[src/shared/supervisor_pkg.sv]
/*
 Constants, state type and timing counts for the converter supervisor.
 Assumes a 10 MHz system clock and digitised analog measurements from outside.
*/
// How it works
// - Stop switching above 108% of setpoint
// - Overvoltage beyond 100ms forces high-impedance idle
// - Drop select: off, 100, 200, 300 mV
// - Setpoint rises linearly with load, full at 2.4A
// - Light-load off needs buck, headroom, low output
// - Enable bit arms light-load shutdown
// - Low current past delay enters light-load off
// - Light-load off holds until powered mode re-entered
// - Setpoint writes slew at selected rate
// - Downstep sink on while lowering, off at regulation
// - Overvoltage sink active during overvoltage when enabled
// - Three-bit status reports live state
// - Status reads zero outside powered mode
// - Switching frequency fixed, not user writable
// - Output under 3V: fault_retry_state 3s, then restart
// - Current-regulation flag mirrors current loop in powered mode, zero outside it
package supervisor_pkg;
   // ==========================================
   // Scales: setpoint and voltages in 10 mV steps, current in 1 mA steps
   localparam int SETPOINT_W = 11;
   localparam int CURRENT_W = 13;
   localparam int CLOCK_HZ = 10_000_000;
   localparam int OV_PERCENT = 108;
   localparam int OV_TIME_MS = 100;
   localparam int FAULT_RETRY_STATE_TIME_S = 3;
   localparam int LL_STEP_S = 10;
   localparam int LL_CURRENT_MA = 5;
   localparam logic [SETPOINT_W-1:0] UV_LIMIT = 11'h12C; // 3 V
   localparam logic [SETPOINT_W-1:0] LL_VOUT_MAX = 11'h258; // 6 V
   localparam logic [SETPOINT_W-1:0] LL_HEADROOM = 11'h032; // 0.5 V
   localparam logic [CURRENT_W-1:0] COMP_FULL_MA = 13'h0960; // 2.4 A
   localparam logic [SETPOINT_W-1:0] SETPOINT_RESET = 11'h1F4; // 5 V
   localparam int FSW_KHZ = 500;
   localparam int OV_CYCLES = CLOCK_HZ / 1000 * OV_TIME_MS;
   localparam int FAULT_RETRY_STATE_CYCLES = CLOCK_HZ * FAULT_RETRY_STATE_TIME_S;
   localparam int LL_STEP_CYCLES = CLOCK_HZ * LL_STEP_S;
   localparam int SS_STEP_CYCLES = 100;
   localparam int TIMER_W = 32;
   // ==========================================
   // Status codes
   localparam logic [2:0] ST_RESTART = 3'h0;
   localparam logic [2:0] ST_SOFTSTART = 3'h1;
   localparam logic [2:0] ST_REGULATE = 3'h2;
   localparam logic [2:0] ST_FAULT = 3'h3;
   localparam logic [2:0] ST_LLOFF = 3'h4;
   typedef enum logic [2:0] {
      RESTART_S, SOFT_START_S, REGULATE_S, FAULT_RETRY_S, LIGHT_LOAD_OFF_S, IDLE_S
   } state_t;
endpackage

[src/hw/setpoint_slew.sv]
/*
 Setpoint ramp generator: walks the working target one step per tick toward a goal.
 Assumes goal and slew select are synchronous to CLOCK_I.
*/
`timescale 1ns/100ps
module setpoint_slew (
   input wire logic clock_i,
   input wire logic reset_i,
   input wire logic restart_i,
   input wire logic [supervisor_pkg::SETPOINT_W-1:0] goal_i,
   input wire logic [1:0] slew_select_i,
   output logic [supervisor_pkg::SETPOINT_W-1:0] target_o,
   output logic settled_o,
   output logic falling_o
);
   import supervisor_pkg::*;
   logic [15:0] tick_ff;
   logic [SETPOINT_W-1:0] target_ff;
   wire [15:0] tick_len = 16'h0064 << slew_select_i; // Slower code, longer step
   wire tick_done = (tick_ff >= tick_len);
   wire up = goal_i > target_ff;
   wire down = goal_i < target_ff;
   wire [SETPOINT_W-1:0] nxt_target = up ? target_ff + 11'h001 :
                                      down ? target_ff - 11'h001 : target_ff;
   assign target_o = target_ff;
   assign settled_o = !up && !down;
   assign falling_o = down;
   always_ff @(posedge clock_i or posedge reset_i) begin
      if (reset_i) begin
         tick_ff <= 16'h0000;
         target_ff <= 11'h000;
      end else if (restart_i) begin
         // Unpowered: load the goal at once, the soft-start ramp does the rise
         tick_ff <= 16'h0000;
         target_ff <= goal_i;
      end else begin
         tick_ff <= tick_done ? 16'h0000 : tick_ff + 16'h0001;
         if (tick_done) target_ff <= nxt_target;
      end
   end
endmodule

[src/hw/converter_supervisor_fsm.sv]
/*
 Power-on supervisor: overvoltage, drop compensation, light-load off, setpoint
 slew, sink control and status. Assumes measurements arrive as sampled codes
 from other clocks, so each passes two flip-flops.
*/
`timescale 1ns/100ps
module converter_supervisor_fsm #(
   parameter int OV_CYC = supervisor_pkg::OV_CYCLES,
   parameter int FAULT_RETRY_STATE_CYC = supervisor_pkg::FAULT_RETRY_STATE_CYCLES,
   parameter int LL_STEP_CYC = supervisor_pkg::LL_STEP_CYCLES,
   parameter int SS_STEP_CYC = supervisor_pkg::SS_STEP_CYCLES
) (
   input wire logic CLOCK_I,
   input wire logic RESET_I,
   input wire logic ENABLE_I,
   input wire logic [supervisor_pkg::SETPOINT_W-1:0] OUTPUT_SETPOINT_I,
   input wire logic [1:0] SLEW_SELECT_I,
   input wire logic [1:0] DROP_COMP_SELECT_I,
   input wire logic LIGHT_LOAD_ENABLE_I,
   input wire logic [1:0] LIGHT_LOAD_DELAY_SELECT_I,
   input wire logic DOWNSTEP_SINK_ENABLE_I,
   input wire logic OVERVOLTAGE_SINK_ENABLE_I,
   input wire logic [supervisor_pkg::SETPOINT_W-1:0] VOUT_MEAS_I,
   input wire logic [supervisor_pkg::SETPOINT_W-1:0] VIN_MEAS_I,
   input wire logic [supervisor_pkg::CURRENT_W-1:0] IOUT_MEAS_I,
   input wire logic BUCK_MODE_I,
   input wire logic CURRENT_LOOP_I,
   output logic SWITCH_ENABLE_O,
   output logic HIGH_IMPEDANCE_IDLE_O,
   output logic [supervisor_pkg::SETPOINT_W-1:0] REG_TARGET_O,
   output logic DOWNSTEP_SINK_O,
   output logic OVERVOLTAGE_SINK_O,
   output logic [2:0] STATUS_O,
   output logic CURRENT_REGULATION_FLAG_O
);
   import supervisor_pkg::*;
   // ==========================================
   // Input synchronisers, one generate over the packed pin bits
   localparam int SYNC_W = 2 * SETPOINT_W + CURRENT_W + 3;
   logic [SYNC_W-1:0] meta_ff;
   logic [SYNC_W-1:0] sync_ff;
   wire [SYNC_W-1:0] raw = {VOUT_MEAS_I, VIN_MEAS_I, IOUT_MEAS_I,
                            BUCK_MODE_I, CURRENT_LOOP_I, ENABLE_I};
   genvar g;
   generate
      for (g = 0; g < SYNC_W; g++) begin : sync_g
         always_ff @(posedge CLOCK_I or posedge RESET_I) begin
            if (RESET_I) begin
               meta_ff[g] <= 1'b0;
               sync_ff[g] <= 1'b0;
            end else begin
               meta_ff[g] <= raw[g];
               sync_ff[g] <= meta_ff[g];
            end
         end
      end
   endgenerate
   wire [SETPOINT_W-1:0] vout = sync_ff[SYNC_W-1 -: SETPOINT_W];
   wire [SETPOINT_W-1:0] vin = sync_ff[SYNC_W-1-SETPOINT_W -: SETPOINT_W];
   wire [CURRENT_W-1:0] iout = sync_ff[CURRENT_W+2 : 3];
   wire buck = sync_ff[2];
   wire cur_loop = sync_ff[1];
   wire enable = sync_ff[0];
   // ==========================================
   // Setpoint slew and drop compensation
   logic [SETPOINT_W-1:0] slew_target;
   logic settled;
   logic falling;
   state_t state_ff;
   wire powered = enable && (state_ff != IDLE_S);
   setpoint_slew slew_u (
      .clock_i(CLOCK_I),
      .reset_i(RESET_I),
      .restart_i(!enable),
      .goal_i(OUTPUT_SETPOINT_I),
      .slew_select_i(SLEW_SELECT_I),
      .target_o(slew_target),
      .settled_o(settled),
      .falling_o(falling)
   );
   // Comp in 10 mV steps: code*10 steps at full load, linear in current
   wire [CURRENT_W-1:0] iclip = (iout > COMP_FULL_MA) ? COMP_FULL_MA : iout;
   // Ten steps per code; five bits hold the largest value of 30
   wire [4:0] comp_full = {DROP_COMP_SELECT_I, 3'h0} + {2'h0, DROP_COMP_SELECT_I, 1'h0};
   wire [16:0] comp_prod = 17'(iclip) * 17'(comp_full);
   wire [SETPOINT_W-1:0] comp = SETPOINT_W'(comp_prod / 17'(COMP_FULL_MA));
   wire [SETPOINT_W-1:0] target = slew_target + comp;
   // ==========================================
   // Overvoltage, undervoltage, light-load detection
   wire [17:0] ov_lhs = 18'(vout) * 18'd100;
   wire [17:0] ov_rhs = 18'(target) * 18'(OV_PERCENT);
   wire ov = ov_lhs > ov_rhs;
   wire uv = vout < UV_LIMIT;
   // One extra bit so a high output cannot wrap the headroom sum
   wire [SETPOINT_W:0] vout_headroom = {1'b0, vout} + {1'b0, LL_HEADROOM};
   wire ll_window = buck && ({1'b0, vin} >= vout_headroom) && (vout < LL_VOUT_MAX);
   wire ll_low = LIGHT_LOAD_ENABLE_I && ll_window && (iout < CURRENT_W'(LL_CURRENT_MA));
   wire [1:0] ll_mult = (LIGHT_LOAD_DELAY_SELECT_I == 2'h0) ? 2'h1 :
                        (LIGHT_LOAD_DELAY_SELECT_I == 2'h1) ? 2'h2 : 2'h3;
   wire [TIMER_W-1:0] ll_limit = TIMER_W'(LL_STEP_CYC) * TIMER_W'(ll_mult);
   logic [TIMER_W-1:0] ov_cnt_ff;
   logic [TIMER_W-1:0] ll_cnt_ff;
   logic [TIMER_W-1:0] st_cnt_ff;
   logic [SETPOINT_W-1:0] ss_level_ff;
   logic [7:0] ss_tick_ff;
   // Own step counter: the state counter keeps running and would alias the step
   wire ss_step = ss_tick_ff == 8'(SS_STEP_CYC - 1);
   always_ff @(posedge CLOCK_I or posedge RESET_I) begin
      if (RESET_I) begin
         ov_cnt_ff <= '0;
         ll_cnt_ff <= '0;
      end else begin
         ov_cnt_ff <= (ov && powered) ? ov_cnt_ff + 1'b1 : '0;
         ll_cnt_ff <= (ll_low && state_ff == REGULATE_S) ? ll_cnt_ff + 1'b1 : '0;
      end
   end
   wire ov_expired = ov_cnt_ff >= TIMER_W'(OV_CYC);
   wire ll_expired = ll_cnt_ff >= ll_limit;
   // ==========================================
   // Power-on state machine
   state_t nxt_state;
   always_comb begin
      nxt_state = state_ff;
      unique case (state_ff)
         RESTART_S: nxt_state = SOFT_START_S;
         SOFT_START_S: if (uv && ss_level_ff >= target) nxt_state = FAULT_RETRY_S;
            else if (ss_level_ff >= target) nxt_state = REGULATE_S;
         REGULATE_S: if (uv) nxt_state = FAULT_RETRY_S;
            else if (ll_expired) nxt_state = LIGHT_LOAD_OFF_S;
         FAULT_RETRY_S: if (st_cnt_ff >= TIMER_W'(FAULT_RETRY_STATE_CYC)) nxt_state = RESTART_S;
         LIGHT_LOAD_OFF_S: nxt_state = LIGHT_LOAD_OFF_S;
         IDLE_S: nxt_state = IDLE_S;
      endcase
      if (ov_expired) nxt_state = IDLE_S;
      if (!enable) nxt_state = RESTART_S;
   end
   always_ff @(posedge CLOCK_I or posedge RESET_I) begin
      if (RESET_I) begin
         state_ff <= RESTART_S;
         st_cnt_ff <= '0;
         ss_level_ff <= '0;
         ss_tick_ff <= 8'h00;
      end else begin
         state_ff <= nxt_state;
         st_cnt_ff <= (nxt_state != state_ff) ? '0 : st_cnt_ff + 1'b1;
         if (state_ff != SOFT_START_S) begin
            ss_level_ff <= '0;
            ss_tick_ff <= 8'h00;
         end else begin
            ss_tick_ff <= ss_step ? 8'h00 : ss_tick_ff + 8'h01;
            if (ss_step) ss_level_ff <= ss_level_ff + 11'h010;
         end
      end
   end
   // ==========================================
   // Outputs; switching frequency has no control here at all
   wire [2:0] status_code = !powered ? ST_RESTART :
      (state_ff == SOFT_START_S) ? ST_SOFTSTART :
      (state_ff == REGULATE_S) ? ST_REGULATE :
      (state_ff == FAULT_RETRY_S) ? ST_FAULT :
      (state_ff == LIGHT_LOAD_OFF_S) ? ST_LLOFF : ST_RESTART;
   wire run = powered && (state_ff == SOFT_START_S || state_ff == REGULATE_S);
   always_ff @(posedge CLOCK_I or posedge RESET_I) begin
      if (RESET_I) begin
         SWITCH_ENABLE_O <= 1'b0;
         HIGH_IMPEDANCE_IDLE_O <= 1'b1;
         REG_TARGET_O <= '0;
         DOWNSTEP_SINK_O <= 1'b0;
         OVERVOLTAGE_SINK_O <= 1'b0;
         STATUS_O <= 3'h0;
         CURRENT_REGULATION_FLAG_O <= 1'b0;
      end else begin
         SWITCH_ENABLE_O <= run && !ov;
         HIGH_IMPEDANCE_IDLE_O <= !powered;
         REG_TARGET_O <= (state_ff == SOFT_START_S && ss_level_ff < target) ? ss_level_ff
                         : target;
         DOWNSTEP_SINK_O <= DOWNSTEP_SINK_ENABLE_I && run && (falling || vout > target);
         OVERVOLTAGE_SINK_O <= OVERVOLTAGE_SINK_ENABLE_I && ov && powered;
         STATUS_O <= status_code;
         CURRENT_REGULATION_FLAG_O <= powered && cur_loop;
      end
   end
   // ==========================================
   // Checks
   ov_switch_off_a: assert property (@(posedge CLOCK_I) disable iff (RESET_I)
      ov |=> !SWITCH_ENABLE_O) else $error("switching during overvoltage");
   ov_idle_a: assert property (@(posedge CLOCK_I) disable iff (RESET_I)
      ov_expired && enable |=> state_ff == IDLE_S) else $error("no idle after overvoltage");
   status_off_a: assert property (@(posedge CLOCK_I) disable iff (RESET_I)
      !powered |=> STATUS_O == 3'h0) else $error("status nonzero while off");
   ll_hold_a: assert property (@(posedge CLOCK_I) disable iff (RESET_I)
      state_ff == LIGHT_LOAD_OFF_S && enable && !ov_expired |=> state_ff == LIGHT_LOAD_OFF_S)
      else $error("left light-load off");
   ll_arm_a: assert property (@(posedge CLOCK_I) disable iff (RESET_I)
      !LIGHT_LOAD_ENABLE_I |-> ll_cnt_ff == '0 || $past(LIGHT_LOAD_ENABLE_I))
      else $error("light-load timer ran while disarmed");
   restart_a: assert property (@(posedge CLOCK_I) disable iff (RESET_I)
      state_ff == RESTART_S && enable && !ov_expired |=> state_ff == SOFT_START_S)
      else $error("restart did not enter soft-start");
   ov_sink_a: assert property (@(posedge CLOCK_I) disable iff (RESET_I)
      OVERVOLTAGE_SINK_ENABLE_I && ov && powered |=> OVERVOLTAGE_SINK_O)
      else $error("overvoltage sink missing");
   fault_a: assert property (@(posedge CLOCK_I) disable iff (RESET_I)
      state_ff == REGULATE_S && uv && enable && !ov_expired |=> state_ff == FAULT_RETRY_S)
      else $error("undervoltage not caught");
endmodule

[config.mk]
export PLATFORM = sky130hd
export DESIGN_NAME = converter_supervisor_fsm
export DESIGN_NICKNAME = d
export VERILOG_FILES = /design/src/shared/supervisor_pkg.sv /design/src/hw/setpoint_slew.sv /design/src/hw/converter_supervisor_fsm.sv
export SDC_FILE = /design/constraint.sdc
export NUM_CORES = 1
export LEC_CHECK = 0
export BUFFER_PORTS_ARGS = -buffer_cell sky130_fd_sc_hd__buf_2
export CAP_MARGIN = 20
export CORE_UTILIZATION = 30
export DETAILED_ROUTE_END_ITERATION = 10
export PLACE_DENSITY_LB_ADDON = 0.15
export SETUP_SLACK_MARGIN = 0.4
export SLEW_MARGIN = 10
export SYNTH_ARGS = -nofsm -noshare
export SYNTH_HDL_FRONTEND = slang
export SYNTH_SLANG_ARGS = --single-unit
[constraint.sdc]
create_clock -name CLOCK_I -period 18.55 [get_ports CLOCK_I]
set_input_delay 2.7825 -clock CLOCK_I [delete_from_list [all_inputs] [get_ports CLOCK_I]]
set_output_delay 2.7825 -clock CLOCK_I [all_outputs]
set_load 0.03 [all_outputs]
=== Word-level counts from Yosys, hierarchy flattened ===
Index checks and enable logic that the tools add are counted.

* Multiplexer cells: 30
* Eq/ne operators: 12
* Multipliers: 4
* Shift operators: 1
* Bitwise logic cells: 0
* Order comparisons: 15
* Add/sub/neg operators: 11
* Reduce and logical (&&, ||, !) cells: 24
* Div/mod/pow operators: 1

{| class="wikitable"
|+ Operators by type and width
! kind !! number
|-
| $add A32 B1 Y32 const B || 3
|-
| $mux W32 || 3
|-
| $mux W11 || 7
|-
| $mux W3 || 12
|-
| $ge A32 B20 Y1 const B || 1
|-
| $ge A32 B25 Y1 const B || 1
|-
| $ge A32 B29 Y1 || 1
|-
| $mul A11 B5 Y16 const B || 2
|-
| $mux W16 || 2
|-
| $gt A11 B11 Y1 || 2
|-
| $lt A11 B11 Y1 || 2
|-
| $mul A19 B2 Y21 const A || 1
|-
| $gt A18 B18 Y1 || 1
|-
| $pmux W3 S6 || 1
|-
| $div A17 B12 Y17 const B || 1
|-
| $mul A13 B5 Y17 || 1
|-
| $add A16 B1 Y16 const B || 1
|-
| $ge A16 B16 Y1 || 1
|-
| $logic_and A1 B1 Y1 || 16
|-
| $mux W8 || 2
|-
| $shl A7 B2 Y16 const A || 1
|-
| $gt A13 B12 Y1 const B || 1
|-
| $lt A13 B3 Y1 const B || 1
|-
| $mux W13 || 1
|-
| 28 further kinds || 33
|}

* Output and inout port bits: 19
* Latch bits: 0
* Memories kept: 0
* RAM bits: 0
* ROM bits: 0
* Register bits: 240
* Bits of input ports: 60

=== Logic depth before layout (Yosys ltp) ===
Gate-level depths: netlist of run 1.

* Depth in word-level cells: 13
* Depth in mapped cells: 69
* Depth with buffers taken out: 66

=== Hierarchy ===
Synthesis of run 1 repeated with hierarchy kept, for this count alone.

* Cell total of the unflattened synthesis: 1,883
* Area, all modules: 17,555.6 um^2

{| class="wikitable"
|+ Modules (own cells, without submodules)
! module !! area each (um^2) !! times used !! cells each
|-
| converter_supervisor_fsm || 15,444.8 || 1 || 1,651
|-
| setpoint_slew || 2,110.8 || 1 || 232
|}

=== Worst setup path after synthesis of run 1 ===
OpenSTA, ideal clock, no wires.

* Path kind: input to register
* Start: input DROP_COMP_SELECT_I[0]
* End: register ov_cnt_ff[10]
* Arrival: 14.969 ns
* Required time: 18.478 ns
* Path slack: 3.508 ns
* Stages: 62
* Setup time: 0.072 ns
* Cells stage by stage: nor2b_1 > and2_1 > inv_1 > fa_1 > inv_1 > fa_1 > ha_1 > ha_1 > inv_1 > fa_1 > nand2b_1 > a21oi_2 > o21a_1 > o22ai_2 > xnor2_1 > nor3_1 > a211o_1 > o21ai_1 > (+26 left out) > inv_1 > o21ai_0 > a21oi_1 > o21ai_0 > a21oi_1 > o21bai_1 > a21oi_1 > o21bai_1 > a21oi_1 > xor2_1 > ha_1 > nand4_1 > nor2_1 > o21ai_0 > a32oi_1 > nand3_1 > clkbuf_1 > nor2_1

* Cells in the longest elaborated chain, start to end: 8

{| class="wikitable"
|+ RTL lines
! item !! line !! RTL
|-
| from (decl) || converter_supervisor_fsm.sv:18 || <nowiki>input wire logic [1:0] DROP_COMP_SELECT_I,</nowiki>
|-
| $add A5 B3 Y5 || converter_supervisor_fsm.sv:84 || <nowiki>wire [4:0] comp_full = {DROP_COMP_SELECT_I, 3'h0} + {2'h0, DROP_COMP_SELECT_I, 1'h0};</nowiki>
|-
| $mul A13 B5 Y17 || converter_supervisor_fsm.sv:85 || <nowiki>wire [16:0] comp_prod = 17'(iclip) * 17'(comp_full);</nowiki>
|-
| $div A17 B12 Y17 || converter_supervisor_fsm.sv:86 || <nowiki>wire [SETPOINT_W-1:0] comp = SETPOINT_W'(comp_prod / 17'(COMP_FULL_MA));</nowiki>
|-
| $add A11 B11 Y11 || converter_supervisor_fsm.sv:87 || <nowiki>wire [SETPOINT_W-1:0] target = slew_target + comp;</nowiki>
|-
| $mul A11 B5 Y16 || converter_supervisor_fsm.sv:91 || <nowiki>wire [17:0] ov_rhs = 18'(target) * 18'(OV_PERCENT);</nowiki>
|-
| $gt A18 B18 Y1 || converter_supervisor_fsm.sv:92 || <nowiki>wire ov = ov_lhs > ov_rhs;</nowiki>
|-
| $logic_and A1 B1 Y1 || converter_supervisor_fsm.sv:113 || <nowiki>ov_cnt_ff <= (ov && powered) ? ov_cnt_ff + 1'b1 : '0;</nowiki>
|-
| $mux W32 || converter_supervisor_fsm.sv:113 ||
|-
| to (signal assigned) || converter_supervisor_fsm.sv:113 ||
|-
| to (decl) || converter_supervisor_fsm.sv:101 || <nowiki>logic [TIMER_W-1:0] ov_cnt_ff;</nowiki>
|}

Every way passes these cells.
A chain may end at the register's enable or synchronous reset.

=== Worst setup path after layout of run 1 ===
* Start: input DROP_COMP_SELECT_I[1]
* End: register ov_cnt_ff[29]

Same word-level chain as after synthesis.

==> metrics.md, run 1 <==
| Metric | Value |
|---|---|
| Slowest library cell on the worst path | `xor2_2` |
| Minimum hold slack | `0.346 ns` |
| Sequential area share after synthesis | `33.3%` |
| DRC violations left | `0` |
| CTS tree | `yes` |
| Vias in the first global route | `13,300` |
| Synth Register Bits | `236` |
| Diodes inserted | `0` |
| Area after DPL | `19,000 um2` |
| Distinct cells, synth | `94` |
| Starting Density | `30.5%` |
| Post-Syn Instances | `1,916` |
| Status | `finished, final reports clean` |
| Post-detail-place hpwl | `32,400 um` |
| Die footprint | `60,000 um2` |
| Routability cong. | `0.809` |
| CP top delay family | `compound AO/OA/AOI/OAI gates` |
| CTS root buffer | `clkbuf_16` |
| Post-synth EDFFs | `0` |
| Synthesized cell area | `17,700 um2` |
| Cell area after layout | `19,900 um2` |
| Grt ovf | `0` |
| Layout area overhead | `12.4%` |
| Antenna-violating nets left | `0` |
| PortBufs | `78` |
| Largest stage delay, worst path | `0.60 ns` |
| Initial antenna violation count | `0` |
| Worst-Skew Late Latency | `0.56 ns` |
| CP required | `19.01 ns` |
| Total CTS buffers | `27` |
| CP arrival | `17.24 ns` |
| Setup crit start kind | `primary input` |
| I/O pins | `79` |
| Async S/R FF share, synth | `100%` |
| YS warnings | `0` |
| Cell taking the most area after synthesis | `dfrtp_1` |
| Setup crit end kind | `flop` |
| Share of cells above drive strength 1 | `8.88%` |
| CTS H-tree depth | `1` |
| Final std cells w/o fill | `2,792` |
| Most instantiated library cell after synthesis | `dfrtp_1` |
| Nets@finish | `2,336` |
| Post-synth top flop | `dfrtp_1` |
| Clock slew at reported path FFs | `0.06 ns` |
| CTS resizes | `0` |
| Top cells by count, synth | `235 x dfrtp_1, 224 x ha_1, 218 x nor2_1` |
| DRT Pass-1 Iters | `5` |
| Clock Sink Count | `236` |
| Worst slew margin | `30.1%` |
| Top cells by area, synth | `dfrtp_1 33%, ha_1 16%, xnor2_1 5.7%` |
| Final Hold Fails | `0` |
| Max Slew Vio Count | `0` |
| First-pass GRT wire length | `69,700 um` |
| Fillers | `5,959` |
| Worst-path fanout max | `33` |
| Clk_skew | `0.0295 ns` |
| Final setup violation count | `0` |
| Row count | `88` |
| Vias per cell | `4.76` |
| GRT Total Usage | `14.2%` |
| Inst Count DP | `2,744` |
| Max-cap violations | `0` |
| Post-CTS Hold Buffers | `0` |
| Post CTS Setup Buffer Count | `0` |
| DR WL/cell | `15.1 um` |
| Crit path kind | `primary input to flop` |
| Die span in y | `245 um` |
| Min Clock Period, post-route | `16.78 ns` |
| Core Area | `58,000 um2` |
| Routed WL | `42,200 um` |
| Period utilization | `90.4%` |
| RSZ-0062 raised after global routing | `no` |
| Mean Syn Cell Area | `9.25 um2` |
| Worst slew pin tran | `1.05 ns` |
| Area fraction of the dominant cell type after synthesis | `33.2%` |
| CTS max path bufs | `3` |
| Max Freq | `59.6 MHz` |
| Drt first-iter violations | `663` |
| Crit path buf inv count | `10` |
| Largest net degree at the start of global routing | `114` |
| Via Count | `13,300` |
| Die X | `245 um` |
| TNS Setup | `0 ns` |
| Hold WC Path Type | `flop to flop` |
==> path summary, 6_finish.rpt <==
| kind | startpoint | endpoint | slack [ns] | depth (start not counted) |
|---|---|---|---|---|
| max | DROP_COMP_SELECT_I[1] | ov_cnt_ff[29]$_DFF_PP0_ | 1.77 | 60 |
| min | meta_ff[37]$_DFF_PP0_ | sync_ff[37]$_DFF_PP0_ | 0.35 | 0 |
| max reg2reg | iout[0]$_DFF_PP0_ | ov_cnt_ff[29]$_DFF_PP0_ | 2.95 | 61 |
| min reg2reg | meta_ff[37]$_DFF_PP0_ | sync_ff[37]$_DFF_PP0_ | 0.35 | 0 |
| max in group asynchronous | RESET_I | ss_level_ff[10]$_DFFE_PP0P_ | 14.74 | 3 |
| min in group asynchronous | RESET_I | ll_cnt_ff[2]$_DFF_PP0_ | 2.38 | 2 |
==> logic make-up (layout without fill, tap and decap cells) <==
kind of cell | count (synthesis) | in the layout | share of synthesized area (%)
compound gates | 331 | 331 | 12.3
xor+xnor | 194 | 194 | 9.68
fa+ha+maj | 272 | 272 | 21.0
buf+inv | 246 | 346 | 5.55
flops | 236 | 236 | 33.3
mux | 20 | 20 | 1.17
other cells | 2 | 13 | 0.0424
simple gates | 615 | 615 | 16.9
==> layer usage <==
layer	vias to the layer above	GRT usage, %	wire (um)
met2	195	22.8	18900
met1	6318	20.6	21500
met5	-	0	0
met4	0	2.94	630
met3	47	1.37	1240
li1	6720	-	-
==> area by class of cell <==
| class | count | area (um2) | share of cell area, % |
|---|---|---|---|
| inverters | 206 | 791 | 3.97 |
| well taps | 765 | 957 | 4.80 |
| clock inverters | 8 | 96.3 | 0.484 |
| repair buffers | 92 | 495 | 2.49 |
| flip-flops and latches | 236 | 5910 | 29.7 |
| multi-input cells | 1445 | 10900 | 54.6 |
| clock buffers | 40 | 795 | 3.99 |
==> sequential cells by signal, indices dropped and copies added, names as in the netlist, 11 cells and up <==
name and count:
iout 13, REG_TARGET_O 11, slew_u.tick_ff 16, st_cnt_ff 32
meta_ff 38, ov_cnt_ff 32, ll_cnt_ff 32, sync_ff 22
slew_u.target_o 11
==> through the flow <==
stage / setup WS [ns] / util [%]
detailed placement: 1.21 / 32.8
CTS: 1.74 / 34.3
floorplan: 3.51 / -
finish: 1.77 / 34.3
global placement: 1.55 / 32.8
global route: 0.419 / 34.3
==> placed cells by master, fill, tap and decap left out, types with 33 or more instances in the layout <==
cell,synthesis,final
a21oi_1,96,96
buf_2,4,78
dfrtp_1,235,235
fa_1,44,44
ha_1,224,224
inv_1,202,201
nand2_1,110,110
nand3_1,86,86
nand4_1,33,33
nor2_1,218,218
o21ai_0,69,69
xnor2_1,115,115
xor2_1,77,77
Power of run 1 is not shown: default switching activity piles up to over one toggle a cycle in this logic, so the estimate is an artifact.
==> run 2, diff against run 1 <==
==> constraint.sdc (replaced) <==
create_clock -name CLOCK_I -period 21.8 [get_ports CLOCK_I]
set_input_delay 3.27 -clock CLOCK_I [delete_from_list [all_inputs] [get_ports CLOCK_I]]
set_output_delay 3.27 -clock CLOCK_I [all_outputs]
set_load 0.03 [all_outputs]
==> metrics.md, run 2 (synthesized netlist as in run 1, its figures left out) <==
| Metric | Value |
|---|---|
| Status | `finished, final reports clean` |
| Period utilization | `79.4%` |
| PortBufs | `78` |
| Worst-Skew Late Latency | `0.56 ns` |
| First-pass GRT wire length | `71,300 um` |
| TNS Setup | `0 ns` |
| Diodes inserted | `0` |
| Fillers | `5,920` |
| Layout area overhead | `12.7%` |
| Reg with most FFs | `meta_ff` |
| Cell area after layout | `20,000 um2` |
| Area after DPL | `19,000 um2` |
| Drt first-iter violations | `641` |
| Share of cells above drive strength 1 | `9.26%` |
| Die span in y | `245 um` |
| Die X | `245 um` |
| Max Slew Vio Count | `0` |
| Min Clock Period, post-route | `17.32 ns` |
| Final Hold Fails | `0` |
| CTS tree | `yes` |
| Setup crit start kind | `primary input` |
| Most frequent cells in the layout | `235 x dfrtp_1, 224 x ha_1, 218 x nor2_1, 201 x inv_1, 115 x xnor2_1` |
| Largest net degree at the start of global routing | `114` |
| CTS H-tree depth | `1` |
| RSZ-0062 raised after global routing | `no` |
| Post-CTS Hold Buffers | `0` |
| Routability cong. | `0.836` |
| Max-cap violations | `0` |
| CTS root buffer | `clkbuf_16` |
| CP arrival | `17.81 ns` |
| CP required | `22.29 ns` |
| Post-detail-place hpwl | `32,600 um` |
| Core Area | `58,000 um2` |
| Largest register FFs | `38` |
| Via Count | `13,300` |
| DR WL/cell | `15.2 um` |
| DRC violations left | `0` |
| CTS resizes | `0` |
| Largest stage delay, worst path | `0.61 ns` |
| Minimum hold slack | `0.342 ns` |
| Grt ovf | `0` |
| Clk_skew | `0.00783 ns` |
| GRT Total Usage | `14.5%` |
| Antenna-violating nets left | `0` |
| DRT Pass-1 Iters | `5` |
| Routed WL | `42,400 um` |
| Inst Count DP | `2,743` |
| Final setup violation count | `0` |
| Crit path kind | `primary input to flop` |
| Starting Density | `30.5%` |
| Reg2reg start | `iout[0]$_DFF_PP0_` |
| Vias per cell | `4.76` |
| Initial antenna violation count | `0` |
| Max Freq | `57.7 MHz` |
| Worst slew margin | `30.1%` |
| Die footprint | `60,000 um2` |
| Final std cells w/o fill | `2,796` |
| Nets@finish | `2,338` |
| CTS max path bufs | `3` |
| Worst slew pin tran | `1.05 ns` |
| Row count | `88` |
| Hold WC Path Type | `flop to flop` |
| Total CTS buffers | `29` |
| CP Launch Point | `DROP_COMP_SELECT_I[0]` |
| Vias in the first global route | `13,600` |
| Most common cell after layout, fill and taps aside | `dfrtp_1` |
| Clock Sink Count | `236` |
| Post CTS Setup Buffer Count | `0` |
| Worst-path fanout max | `33` |
| Clock slew at reported path FFs | `0.06 ns` |
| I/O pins | `79` |
| HP Start | `meta_ff[0]$_DFF_PP0_` |
| Slowest library cell on the worst path | `xor2_2` |
| Setup crit end kind | `flop` |
run 2: cell types whose count changed in the layout (fill, tap and decap cells not counted), sizes merged:
cell and change:
clkinv +8, clkbuf -4, buf -1, clkinvlp +1
run 2: final timing paths:
check	cells past startpoint	slack (ns)	end
max in group asynchronous	4	16.75	sync_ff[27]$_DFF_PP0_
min in group asynchronous	2	2.88	ll_cnt_ff[6]$_DFF_PP0_
hold / removal	0	0.34	enable$_DFF_PP0_
hold reg to reg	0	0.34	enable$_DFF_PP0_
setup reg to reg	61	6.10	ov_cnt_ff[3]$_DFF_PP0_
setup / recovery	60	4.48	ov_cnt_ff[3]$_DFF_PP0_
run 2: area by class of cell:
cell class                 instances  area [um2]  area share (%)
clock buffer                      35         788            3.95
sequential                       236        5910            29.6
inverter                         206         791            3.96
timing repair buffer              92         493            2.47
clock inverter                    17         159           0.796
multi-input combinational       1445       10900            54.5
tap                              765         957            4.79
run 2: critical path: cells and delay by family:
family          cells  cell delay (ns)
compound gates     23             4.96
simple gates       10             2.31
fa+ha+maj          12             4.47
buf+inv            10             1.01
xor+xnor            3             1.17
mux                 2             0.57
run 2: routing by layer:
| metal | part of all wire (%) | vias up | GRT usage, % |
|---|---|---|---|
| met5 | 0 | - | 0 |
| li1 | - | 6722 | - |
| met4 | 2.1 | 0 | 3.62 |
| met3 | 3.0 | 62 | 1.47 |
| met2 | 46 | 189 | 23.6 |
| met1 | 49 | 6343 | 20.4 |
run 2: per-stage QoR:
| stage | utilization, % | setup slack [ns] |
|---|---|---|
| finish | 34.4 | 4.48 |
| floorplan | - | 6.27 |
| global route | 34.4 | 3.06 |
| CTS | 34.4 | 4.49 |
| detailed placement | 32.8 | 3.96 |
| global placement | 32.8 | 4.22 |
Power of run 2 is left out for the same reason.
